==> src/common/adcsel_defs.svh <==
`ifndef ADCSEL_DEFS_SVH
`define ADCSEL_DEFS_SVH

// conversion lengths in adc clock cycles
`define ADCSEL_NORMAL_LEN 5'd13
`define ADCSEL_FIRST_LEN 5'd25

// result code for an input above the selected reference
`define ADCSEL_FULL_SCALE 10'h3ff

// reference select codes
`define ADCSEL_REF_EXTERNAL 2'h0
`define ADCSEL_REF_SUPPLY 2'h1
`define ADCSEL_REF_INTERNAL 2'h3

// reference switch one-hot positions
`define ADCSEL_REFSW_EXTERNAL 0
`define ADCSEL_REFSW_SUPPLY 1
`define ADCSEL_REFSW_INTERNAL 2

// channel select codes
`define ADCSEL_CH_LAST_INPUT 4'h7
`define ADCSEL_CH_BANDGAP 4'he
`define ADCSEL_CH_GROUND 4'hf

// channel mux one-hot positions
`define ADCSEL_MUX_INPUTS 8
`define ADCSEL_MUX_BANDGAP 8
`define ADCSEL_MUX_GROUND 9

// reset values of the selection
`define ADCSEL_RESET_CHANNEL 4'h0
`define ADCSEL_RESET_REFERENCE 2'h0

`endif

==> src/common/adcsel_pkg.sv <==
package adcsel_pkg;

  typedef enum logic [2:0] {
    SleepIdle,
    SleepNoiseReduce,
    SleepPowerDown,
    SleepPowerSave,
    SleepStandby
  } adcsel_sleep_type;

  typedef enum logic {
    PhaseIdle,
    PhaseConvert
  } adcsel_phase_type;

  typedef struct packed {
    adcsel_phase_type phase;
    logic [4:0] cycle;
    logic firstDone;
    logic startPending;
    logic [3:0] bufChannel;
    logic [1:0] bufReference;
    logic [3:0] appliedChannel;
    logic [1:0] appliedReference;
    logic [9:0] channelMux;
    logic [2:0] referenceSwitch;
    logic doneFlag;
    logic completeIrq;
    logic [9:0] result;
    logic [2:0] overSync;
    logic overRange;
    logic haltedPrev;
  } adcsel_state_type;

endpackage

==> src/rtl/adcsel_decode.sv <==
`timescale 1ns/1ps
`default_nettype none
`include "adcsel_defs.svh"

module adcsel_decode (
  input wire logic [3:0] channel,
  input wire logic [1:0] reference,
  output logic [9:0] channelMux,
  output logic [2:0] referenceSwitch
);

  // reserved codes select nothing
  genvar i;
  generate
    for (i = 0; i < `ADCSEL_MUX_INPUTS; i++) begin : gInput
      assign channelMux[i] = (channel == 4'(i));
    end
  endgenerate
  assign channelMux[`ADCSEL_MUX_BANDGAP] =
    (channel == `ADCSEL_CH_BANDGAP);
  assign channelMux[`ADCSEL_MUX_GROUND] =
    (channel == `ADCSEL_CH_GROUND);

  assign referenceSwitch[`ADCSEL_REFSW_EXTERNAL] =
    (reference == `ADCSEL_REF_EXTERNAL);
  assign referenceSwitch[`ADCSEL_REFSW_SUPPLY] =
    (reference == `ADCSEL_REF_SUPPLY);
  assign referenceSwitch[`ADCSEL_REFSW_INTERNAL] =
    (reference == `ADCSEL_REF_INTERNAL);

endmodule

`default_nettype wire

==> src/rtl/adcsel_top.sv <==
// Contract
// buffer copied to applied while no conversion
// applied selection frozen once conversion starts
// copying resumes in final adc clock cycle
// start bit begins conversion at next tick
// software waits one adc clock before reselecting
// auto trigger: reselect only at safe points
// free running: change hits the result after next
// input above reference gives full scale code
// software discards first result after reference change
// software prepares converter before noise canceler use
// idle or noise sleep starts conversion on halt
// completion raises interrupt request even after wake
// other sleep modes leave converter enabled
// reference field decode, code 10 reserved
// channel field decode, reserved codes select none
// mux and switch driven from applied copy only
`timescale 1ns/1ps
`default_nettype none
`include "adcsel_defs.svh"

module adcsel_top (
  input wire logic mclk,
  input wire logic reset_n,
  input wire logic adcClkTick,
  input wire logic selWrite,
  input wire logic [3:0] selWriteChannel,
  input wire logic [1:0] selWriteReference,
  input wire logic converterEnable,
  input wire logic autoTriggerEnable,
  input wire logic freeRunning,
  input wire logic conversionStartWrite,
  input wire logic triggerEvent,
  input wire logic doneFlagClear,
  input wire logic completeIrqEnable,
  input wire adcsel_pkg::adcsel_sleep_type sleepMode,
  input wire logic cpuHalted,
  input wire logic [9:0] sarCode,
  input wire logic overRangePin,
  output logic conversionBusy,
  output logic conversionDoneFlag,
  output logic completeIrq,
  output logic [3:0] bufferChannel,
  output logic [1:0] bufferReference,
  output logic [3:0] appliedChannel,
  output logic [1:0] appliedReference,
  output logic [9:0] channelMux,
  output logic [2:0] referenceSwitch,
  output logic [9:0] resultCode
);

  adcsel_pkg::adcsel_state_type s_q;
  adcsel_pkg::adcsel_state_type s_d;
  logic [9:0] decodedMux;
  logic [2:0] decodedRef;
  logic [4:0] convLast;
  logic busy;
  logic lastCycle;
  logic complete;
  logic sleepStart;

  // mux and switch follow the applied copy, never the buffer
  adcsel_decode i_adcsel_decode (
    .channel(s_q.appliedChannel),
    .reference(s_q.appliedReference),
    .channelMux(decodedMux),
    .referenceSwitch(decodedRef)
  );

  assign convLast = s_q.firstDone ? (`ADCSEL_NORMAL_LEN - 5'd1)
                                  : (`ADCSEL_FIRST_LEN - 5'd1);
  assign busy = (s_q.phase == adcsel_pkg::PhaseConvert);
  assign lastCycle = busy && (s_q.cycle == convLast);
  assign complete = lastCycle && adcClkTick && converterEnable;
  // converter enable is never touched by sleep logic
  assign sleepStart = cpuHalted && !s_q.haltedPrev && converterEnable &&
    !busy && !s_q.startPending &&
    (sleepMode == adcsel_pkg::SleepIdle ||
     sleepMode == adcsel_pkg::SleepNoiseReduce);

  always_comb begin
    s_d = s_q;
    s_d.haltedPrev = cpuHalted;

    // input synchroniser; a level counts once stages two and three agree
    s_d.overSync = {s_q.overSync[1:0], overRangePin};
    if (s_q.overSync[2] == s_q.overSync[1]) begin
      s_d.overRange = s_q.overSync[2];
    end

    if (selWrite) begin
      s_d.bufChannel = selWriteChannel;
      s_d.bufReference = selWriteReference;
    end

    // copy while enabled and idle or in the final cycle, else hold
    if (converterEnable && (!busy || lastCycle)) begin
      s_d.appliedChannel = s_q.bufChannel;
      s_d.appliedReference = s_q.bufReference;
    end

    if (!converterEnable) begin
      s_d.phase = adcsel_pkg::PhaseIdle;
      s_d.cycle = 5'd0;
      s_d.startPending = 1'b0;
      s_d.firstDone = 1'b0;
    end else if (adcClkTick) begin
      if (!busy && s_q.startPending) begin
        s_d.phase = adcsel_pkg::PhaseConvert;
        s_d.cycle = 5'd0;
        s_d.startPending = 1'b0;
      end else if (lastCycle) begin
        s_d.firstDone = 1'b1;
        s_d.result = s_q.overRange ? `ADCSEL_FULL_SCALE : sarCode;
        if (autoTriggerEnable && freeRunning) begin
          s_d.cycle = 5'd0;
        end else begin
          s_d.phase = adcsel_pkg::PhaseIdle;
          s_d.cycle = 5'd0;
        end
      end else if (busy) begin
        s_d.cycle = s_q.cycle + 5'd1;
      end
    end

    // starts wait for the next adc clock tick
    if (converterEnable && !busy && !s_q.startPending) begin
      if (conversionStartWrite || sleepStart ||
          (autoTriggerEnable && triggerEvent)) begin
        s_d.startPending = 1'b1;
      end
    end

    if (doneFlagClear) begin
      s_d.doneFlag = 1'b0;
    end
    if (complete) begin
      s_d.doneFlag = 1'b1;
    end
    s_d.completeIrq = s_d.doneFlag && completeIrqEnable;

    s_d.channelMux = decodedMux;
    s_d.referenceSwitch = decodedRef;
  end

  always_ff @(posedge mclk or negedge reset_n) begin
    if (!reset_n) begin
      s_q <= '{
        phase: adcsel_pkg::PhaseIdle,
        cycle: 5'd0,
        firstDone: 1'b0,
        startPending: 1'b0,
        bufChannel: `ADCSEL_RESET_CHANNEL,
        bufReference: `ADCSEL_RESET_REFERENCE,
        appliedChannel: `ADCSEL_RESET_CHANNEL,
        appliedReference: `ADCSEL_RESET_REFERENCE,
        channelMux: 10'h001,
        referenceSwitch: 3'h1,
        doneFlag: 1'b0,
        completeIrq: 1'b0,
        result: 10'h000,
        overSync: 3'h0,
        overRange: 1'b0,
        haltedPrev: 1'b0
      };
    end else begin
      s_q <= s_d;
    end
  end

  assign conversionBusy = busy;
  assign conversionDoneFlag = s_q.doneFlag;
  assign completeIrq = s_q.completeIrq;
  assign bufferChannel = s_q.bufChannel;
  assign bufferReference = s_q.bufReference;
  assign appliedChannel = s_q.appliedChannel;
  assign appliedReference = s_q.appliedReference;
  assign channelMux = s_q.channelMux;
  assign referenceSwitch = s_q.referenceSwitch;
  assign resultCode = s_q.result;
endmodule

`default_nettype wire

==> config.mk <==
export PLATFORM = sky130hd
export DESIGN_NAME = adcsel_top
export DESIGN_NICKNAME = d
export VERILOG_FILES = /design/src/common/adcsel_pkg.sv /design/src/rtl/adcsel_decode.sv /design/src/rtl/adcsel_top.sv
export VERILOG_INCLUDE_DIRS = /design/src /design/src/common
export SDC_FILE = /design/constraint.sdc
export NUM_CORES = 1
export LEC_CHECK = 0
export ABC_AREA = 1
export BUFFER_PORTS_ARGS = -buffer_cell sky130_fd_sc_hd__buf_2
export CAP_MARGIN = 20
export CORE_MARGIN = 4
export CORE_UTILIZATION = 35
export CTS_BUF_LIST = sky130_fd_sc_hd__clkbuf_4
export DETAILED_ROUTE_END_ITERATION = 10
export SYNTH_ARGS = -nofsm -noshare
export SYNTH_HDL_FRONTEND = slang
export SYNTH_SLANG_ARGS = --single-unit
export TNS_END_PERCENT = 20
==> constraint.sdc <==
create_clock -name mclk -period 2.6 [get_ports mclk]
set_clock_uncertainty 0.1 [all_clocks]
set_input_delay 0.26 -clock mclk [delete_from_list [all_inputs] [get_ports mclk]]
set_output_delay 0.26 -clock mclk [all_outputs]
set_load 0.03 [all_outputs]
Word-level counts from Yosys, hierarchy flattened
Index checks and enable logic that the tools add are counted.

operators by class
  add/subtract/negate cells = 1
  multipliers = 0
  divide/modulo/power cells = 0
  order comparisons = 0
  eq/ne operators = 20
  shifts and indexed selects = 0
  muxes and demuxes = 16
  bitwise gates (word level) = 1
  reductions and logical operators = 29

operators by type and width
  kind                 number
  $eq 4x3->1 const B   4
  $mux 8               2
  $logic_and 1x1->1    15
  $mux 5               3
  $mux 10              1
  $mux 1               9
  $eq 4x2->1 const B   2
  $eq 4x4->1 const B   2
  $mux 6               1
  $reduce_and 3->1     2
  $add 5x1->5 const B  1
  $eq 5x5->1           1
  $eq 4x1->1 const B   1
  $logic_not 4->1      1
  $logic_or 1x1->1     4
  $ne 2x2->1 const B   2
  $ne 4x1->1 const B   1
  $reduce_and 4->1     1
  $eq 3x1->1 const B   1
  $logic_not 1->1      3
  $logic_not 3->1      1
  $ne 3x1->1 const B   1
  $ne 3x3->1 const B   1
  $eq 2x1->1 const B   1
  6 further kinds      6

word-level totals
  bits in registers = 50
  bits in latches = 0
  bits in writable memories = 0
  ROM bits = 0
  input port bits = 32
  output and inout bits = 38
  logic and storage cells = 83
  memories = 0

Longest topological paths before layout
Gate-level depths: netlist of the first run.

  depth in word-level cells = 10
  depth in mapped cells = 10
  mapped depth without buffers = 9

Hierarchy
A second synthesis of the first run with hierarchy kept.

second synthesis, totals
  cell total of the unflattened synthesis = 243
  area, all modules = 2302.2 µm²

modules (own cells, without submodules)
  module         times used  cells an instance  area an instance (µm²)  seq. area each (µm²)
  adcsel_top     1           217                2204.6                  1253.7
  adcsel_decode  1           26                 97.6                    0.0

Worst setup path after synthesis of the first run
Ideal clock, no wire load.

  path kind = flip-flop to flip-flop
  from = register s_q (netlist bit conversionBusy)
  to = register s_q[46] in the netlist's numbering
  library setup time = 0.122 ns
  arrival = 1.241 ns
  required time = 2.378 ns
  path slack = 1.138 ns
  stages on the path, launching flop included = 9
  buffers on the path = 1
  clock period less this slack = 1.462 ns
  path through = dfrtp_1 buf_4 nor2_1 nand2_1 nand2_1 inv_2 nand2_1 xor2_1 a21oi_1

between the ends
  word-level cells in the longest chain between the ends = 5
  elaborated cells on any way between the ends = 9
  classes of those cells = 1 x eq/ne; 4 x mux; 4 x reduce/logical

RTL lines
  item                                                         line                                  source
  start: declaration                                           adcsel_top.sv:52                      adcsel_pkg::adcsel_state_type s_q;
  start signal: assignment                                     adcsel_top.sv:148                     s_q <= '{
  $logic_and 1x1->1 / $logic_not 1->1 (equally long branches)  adcsel_top.sv:73, adcsel_top.sv:108
  $mux 5 / $logic_and 1x1->1 (equally long branches)           adcsel_top.sv:112, adcsel_top.sv:108
  $mux 6                                                       adcsel_top.sv:108                     if (!busy && s_q.startPending) begin
  $mux 8                                                       adcsel_top.sv:107                     end else if (adcClkTick) begin
  $mux 8                                                       adcsel_top.sv:102                     if (!converterEnable) begin

Parallel ways exist; a longest one is shown, timed or not. The select of a mux whose other input is x is not followed.
A chain may end at the register's enable or synchronous reset.

Worst setup path after layout of the first run
  from = register s_q[44] in the netlist's numbering
  to = register s_q (netlist bit resultCode[7])

between the ends
  word-level cells in the longest chain between the ends = 3

RTL lines
  item                               line              source
  $eq 5x5->1                         adcsel_top.sv:73  assign lastCycle = busy && (s_q.cycle == convLast);
  $logic_and 1x1->1                  adcsel_top.sv:73
  $reduce_and 4->1 (no source line)  --

Every way passes these cells.

==> impl_metrics.json, run 1 <==
{
  "die_w_um": 89.4,
  "outcome": "finished, final reports clean",
  "synth_area_leader_cell": "dfrtp_1",
  "firstDrtPassIters": 4,
  "synth_area_um2": 2320,
  "antenna_found_initial": 0,
  "period_needed_ns": 1.73,
  "place.gp.congestion": 0.781,
  "syn_nets": 276,
  "gr-total-overflow": 0,
  "cts_root_buffer": "clkbuf_4",
  "fmax_mhz": 577,
  "dp_hpwl_um": 2940,
  "drc": 0,
  "tightest_slew_ns": 0.622,
  "grt_usage_pct": 10.6,
  "cap_violations": 0,
  "fill_cells": 677,
  "synth_warnings": 0,
  "synth_area_leaders": "dfrtp_1 (52%), buf_4 (12%), nand2_1 (8.6%)",
  "grt_pass1_wl_um": 6620,
  "cts_max_level": 2,
  "dr_total_vias": 1576,
  "clk_pin_slew_ns": 0.15,
  "ys_seq_area_share_pct": 54.0,
  "wl_um": 4050,
  "setup_viol": 0,
  "nNetsFinal": 320,
  "wl_per_cell_um": 11.1,
  "start_util_pct": 36.3,
  "yosysTopAreaCellShare_pct": 51.8,
  "timing.final.crit_share_pct": 66.7,
  "drt_iter0_drc": 15,
  "cpMostUsedCell": "nand2_1",
  "core.rowCount": 29,
  "port_buffers": 68,
  "netlist_instances": 242,
  "endpoint_kind": "register",
  "routed_via_density": 4.33,
  "path_class": "reg2reg",
  "path_max_fanout": 23,
  "slew_viol_final": 0,
  "area_growth_pct": 13.1,
  "worstSkewPairLatency_ns": 0.36,
  "rsz0062_at_grt": "false",
  "cts.sinks": 50,
  "peakVddDrop_v": 0.000340,
  "start_kind": "register",
  "drive_above_1_share_pct": 35.5,
  "die_h_um": 89.4,
  "cts_buffers": 5,
  "arrival_ns": 1.89,
  "cts_tree": "built",
  "max_stage_delay_ns": 0.44,
  "synth_seq_cells": 50,
  "hold_path.class": "in2reg",
  "power.leakage_nw": 1.40,
  "slew-limit-headroom_pct": 58.5,
  "crit_chain": "inv_1 > ha_1 > nand2_1 > a21oi_2 > nand2_1 > inv_2 > nand3_4 > nand2_1 > o21ai_2",
  "timing.final.hold_violations": 0,
  "fin_hold_ws_ns": 0.0451,
  "avgSynthCellArea_um2": 9.59,
  "cp.required_ns": 2.76,
  "finalSetupTns_ns": 0,
  "grt_max_degree": 51,
  "insertedDiodeCount": 0,
  "io_pins": 70,
  "die-area_um2": 7990,
  "grt_pass1_vias": 1524,
  "yosysUniqueCellTypes": 27,
  "cts.path.max_buffers": 2,
  "cpMaxStageDelayCell": "dfrtp_1",
  "core_area_um2": 6390,
  "power_density_nw_per_um2": 643,
  "ant_nets": 0
}
==> registers in the layout (all words and copies together), names as in the netlist <==
name and count:
appliedChannel 4, appliedReference 2, bufferChannel 4, bufferReference 2, channelMux 10, completeIrq 1, conversionBusy 1, conversionDoneFlag 1
referenceSwitch 3, resultCode 10, s_d 2, s_q 10
==> layout by cell type (no fill, tap or decap), drive strengths merged <==
cell type    count
o22ai            1
bufinv           1
dfstp            2
inv             25
clkinv           1
ha               2
nand4            3
dfrtp           48
xor2             2
a21oi            5
buf             69
nand3b           1
nand2           54
a21boi           1
nand3            3
o21bai           1
o21ai           26
nor2            20
clkbuf           5
a21o             1
dlygate4sd3      9
nor3             6
maj3             1
==> through the flow <==
stage          utilization [%]  setup WS [ns]  instances  area, µm²  power, mW
3_3_place_gp              38.4          0.902        347       2450       1.24
5_1_grt                   41.1          0.718        364       2620       1.79
4_1_cts                   41.1          0.870        364       2620       1.73
3_5_place_dp              38.4          0.887        347       2450       1.25
2_1_floorplan                -           1.14        242       2320       1.20
6_report                  41.1          0.866        364       2620       1.69
==> path summary, 6_finish.rpt <==
kind | startpoint | to | slack (ns) | cells past startpoint
max | s_q[44]$_DFFE_PN0P_ | resultCode[7]$_DFFE_PN0P_ | 0.87 | 9
min | completeIrqEnable | completeIrq$_DFF_PN0_ | 0.05 | 2
max reg2reg | s_q[44]$_DFFE_PN0P_ | resultCode[7]$_DFFE_PN0P_ | 0.87 | 9
min reg2reg | s_d[3]$_DFF_PN0_ | s_d[4]$_DFF_PN0_ | 0.27 | 0
max in group asynchronous | reset_n | completeIrq$_DFF_PN0_ | 1.56 | 3
min in group asynchronous | reset_n | channelMux[3]$_DFF_PN0_ | 0.43 | 3
==> final cells by class <==
cell class	instances	area, µm²	share of cell area (%)
Timing Repair Buffer	78	438	16.7
Clock buffer	5	37.5	1.43
Multi-Input combinational cell	127	664	25.3
Tap cell	77	96.3	3.67
Sequential cell	50	1250	47.8
Clock inverter	3	42.5	1.62
Inverter	24	90.1	3.44
==> cells in the mapped netlist <==
cell type / n
a21boi_1: 1
xor2_1: 2
o21bai_1: 1
inv_2: 5
o21ai_1: 3
a21oi_2: 1
dfstp_2: 2
a21oi_1: 4
o21ai_2: 16
nand3_1: 2
nor2_1: 20
nor3_1: 6
a21o_1: 1
clkbuf_1: 2
maj3_1: 1
buf_4: 36
ha_1: 2
nand2_2: 1
inv_1: 19
dfrtp_1: 48
nand4_1: 3
nand3b_1: 1
buf_6: 3
nand2_1: 53
nand3_4: 1
o21ai_0: 7
o22ai_1: 1
==> logic make-up after synthesis <==
group           synth area share (%)
compound gates                  10.7
flops                           54.0
simple gates                    15.7
buf+inv                         17.3
xor+xnor                       0.755
fa+ha+maj                       1.51
==> critical path: cells and delay by family, from the launching register on <==
| kind | cells | cell delay, ns |
|---|---|---|
| AO/OA/AOI/OAI | 2 | 0.18 |
| AND/OR/NAND/NOR | 4 | 0.56 |
| buffers and inverters | 2 | 0.18 |
| flip-flops | 1 | 0.44 |
| adder cells (fa/ha/maj) | 1 | 0.16 |
==> report_power, final <==
part	internal [mW]	leakage [nW]	switching, mW
clock network	0.203	0.0432	0.243
logic	0.107	0.704	0.235
registers	0.844	0.654	0.0528
==> metal layers <==
metal | track usage, % | part of all wire [%] | vias to the layer above
li1 | - | - | 809
met1 | 13.0 | 45 | 721
met2 | 18.0 | 48 | 41
met3 | 2.58 | 6.2 | 5
met4 | 3.65 | 1.6 | 0
met5 | 0 | 0 | -
==> timing repair <==
item / in CTS / in global routing
buffers inserted: 0 / 0
endpoints found under the hold margin: 56 / 0
gates resized for setup: 0 / 0
endpoints found under the setup margin: 0 / 0
hold buffers: 9 / 0
No activity file was read; power rests on OpenSTA's default activity.
==> inputs of run 2 (changes only) <==
--- a/config.mk
+++ b/config.mk
@@ -6,7 +6,7 @@
 export SDC_FILE = /design/constraint.sdc
 export NUM_CORES = 1
 export LEC_CHECK = 0
-export ABC_AREA = 1
+export ABC_AREA = 0
 export BUFFER_PORTS_ARGS = -buffer_cell sky130_fd_sc_hd__buf_2
 export CAP_MARGIN = 20
 export CORE_MARGIN = 4
==> constraint.sdc (replaced) <==
create_clock -name mclk -period 1.42 [get_ports mclk]
set_clock_uncertainty 0.1 [all_clocks]
set_input_delay 0.142 -clock mclk [delete_from_list [all_inputs] [get_ports mclk]]
set_output_delay 0.142 -clock mclk [all_outputs]
set_load 0.03 [all_outputs]
==> impl_metrics.json, run 2 <==
{
  "regToRegStartpoint": "s_q[43]$_DFFE_PN0P_",
  "synth_edf_count": 0,
  "grt_max_degree": 51,
  "synth_compound_area_share_pct": 10.3,
  "area_growth_pct": 25.9,
  "holdPathEnd": "bufferChannel[3]$_DFFE_PN0P_",
  "wl_per_cell_um": 12.0,
  "antenna_found_initial": 0,
  "timing.final.hold_violations": 0,
  "peakVddDrop_v": 0.000556,
  "ys_seq_area_share_pct": 54.7,
  "outcome": "finished with violations",
  "power_density_nw_per_um2": 1040,
  "cap_violations": 0,
  "endpoint_kind": "register",
  "ant_nets": 0,
  "insertedDiodeCount": 0,
  "final_area_um2": 2880,
  "tightest_slew_ns": 0.358,
  "fin_ws_ns": -0.263,
  "nNetsFinal": 310,
  "cts_max_level": 2,
  "period_needed_ns": 1.68,
  "cts_tree": "built",
  "io_pins": 70,
  "violations": "setup timing",
  "arrival_ns": 1.88,
  "grt_pass1_wl_um": 6730,
  "synth_warnings": 0,
  "core_area_um2": 6350,
  "start_kind": "register",
  "die_w_um": 88.9,
  "drive_above_1_share_pct": 45.1,
  "rsz0062_at_grt": "true",
  "slew_viol_final": 0,
  "synth_area_leaders": "dfrtp_1 (52%), buf_4 (12%), mux2_2 (5.9%)",
  "synth.most_common_cell": "dfrtp_1",
  "dr_total_vias": 1582,
  "routed_via_density": 4.47,
  "drc": 0,
  "hold_path.startpoint": "selWrite",
  "layout_commonest_cell": "buf_2",
  "cts_buffers": 5,
  "grt_pass1_vias": 1510,
  "core.rowCount": 29,
  "async_flop_share_pct": 100,
  "r2r_cells": 5,
  "mostFrequentLayoutCells": "buf_2 (68), dfrtp_1 (46), nor2_1 (27)",
  "ys_top_cells_by_count": "dfrtp_1 (48), buf_4 (36), nor2_1 (27)",
  "timing.final.crit_share_pct": 119,
  "synth-xor-area-share_pct": 0,
  "dp.cells": 321,
  "dp_hpwl_um": 3000,
  "die-area_um2": 7900,
  "avgSynthCellArea_um2": 11.3,
  "port_buffers": 68,
  "cts_root_buffer": "clkbuf_4",
  "cts.sinks": 50,
  "synth-simple-area-share_pct": 13.7,
  "synth_area_um2": 2290,
  "synth_seq_cells": 50,
  "cp.required_ns": 1.62,
  "grt_usage_pct": 10.8,
  "synth_area_leader_cell": "dfrtp_1",
  "hold_depth": 2,
  "muxShareOfSynthArea_pct": 5.90,
  "worstSkewPairLatency_ns": 0.35,
  "drt_iter0_drc": 27,
  "p_total_mw": 3.01,
  "hold_path.class": "in2reg",
  "start_util_pct": 36.1,
  "final_cells": 354,
  "dp_slack_ns": -0.231,
  "placed_area_um2": 2550,
  "fmax_mhz": 594,
  "setup_viol": 25,
  "fin_hold_ws_ns": 0.0537,
  "die_h_um": 88.9,
  "slew-limit-headroom_pct": 76.2,
  "netlist_instances": 202,
  "synthAdderAreaFrac_pct": 1.53,
  "synth_ff_type": "dfrtp_1",
  "final_core_util_pct": 45.4,
  "power.leakage_nw": 1.40,
  "r2r_slack_ns": -0.26,
  "finalSetupTns_ns": -5.00,
  "yosysUniqueCellTypes": 40,
  "yosysTopAreaCellShare_pct": 52.4,
  "path_max_fanout": 3,
  "regToRegEndpoint": "completeIrq$_DFF_PN0_",
  "cts.path.max_buffers": 2,
  "wl_um": 4250,
  "syn_nets": 236,
  "place.gp.congestion": 0.820,
  "firstDrtPassIters": 6,
  "synth_top_family_by_area": "buffers and inverters",
  "clk_pin_slew_ns": 0.14,
  "gr-total-overflow": 0,
  "path_class": "reg2reg"
}
-- run 2: cell type report --
type,instances,area [µm²]
multi-input cells,108,739
clock buffers,6,45.0
fillers,597,3470
inverters,4,15.0
clock inverters,2,13.8
well taps,77,96.3
flip-flops and latches,50,1260
repair buffers,107,718
-- run 2: repair_timing --
item | in CTS | in global routing
endpoints found under the hold margin | 71 | 0
gates cloned | 0 | 0
resized for setup | 1 | 5
setup buffers | 0 | 1
hold buffers | 24 | 0
setup endpoints to repair | 25 | 27
-- run 2: cells by family (layout without fill, tap and decap cells) --
logic type,count (synthesis),count (layout)
mux,12,12
fa+ha+maj,3,3
buf+inv,44,119
compound gates,28,28
simple gates,65,65
flops,50,50
-- run 2: routing by layer --
| layer | global-route usage [%] | vias to the layer above | routed length, µm |
|---|---|---|---|
| li1 | - | 792 | - |
| met3 | 2.21 | 6 | 222 |
| met4 | 4.12 | 0 | 70 |
| met2 | 18.3 | 43 | 2120 |
| met1 | 13.7 | 741 | 1840 |
| met5 | 0 | - | 0 |
-- run 2: worst max-delay path by stage --
stage / startpoint / end / slack (ns) / cells past startpoint
after floorplan: s_q[46]$_DFFE_PN0P_ / resultCode[2]$_DFFE_PN0P_ / -0.19 / 4
after global placement: s_q[44]$_DFFE_PN0P_ / appliedChannel[3]$_DFFE_PN0P_ / -0.21 / 6
after detailed placement: s_q[45]$_DFFE_PN0P_ / appliedChannel[3]$_DFFE_PN0P_ / -0.23 / 6
after CTS: s_q[43]$_DFFE_PN0P_ / completeIrq$_DFF_PN0_ / -0.26 / 5
after global routing: s_q[43]$_DFFE_PN0P_ / resultCode[2]$_DFFE_PN0P_ / -0.35 / 5
final: s_q[43]$_DFFE_PN0P_ / completeIrq$_DFF_PN0_ / -0.26 / 5
-- run 2: worst max-delay path, stage by stage, from the launching register on --
cell      delay [ns]
dfrtp_1         0.42
or3b_4          0.45
a211oi_4        0.28
buf_4           0.17
a21o_4          0.08
and2_4          0.12
-- run 2: where the power goes --
group | total, mW | switching (mW) | leakage, nW | internal, mW
Combinational | 0.705 | 0.429 | 0.732 | 0.276
Sequential | 1.66 | 0.101 | 0.635 | 1.56
Clock | 0.645 | 0.430 | 0.0356 | 0.215
Total | 3.01 | 0.961 | 1.40 | 2.05
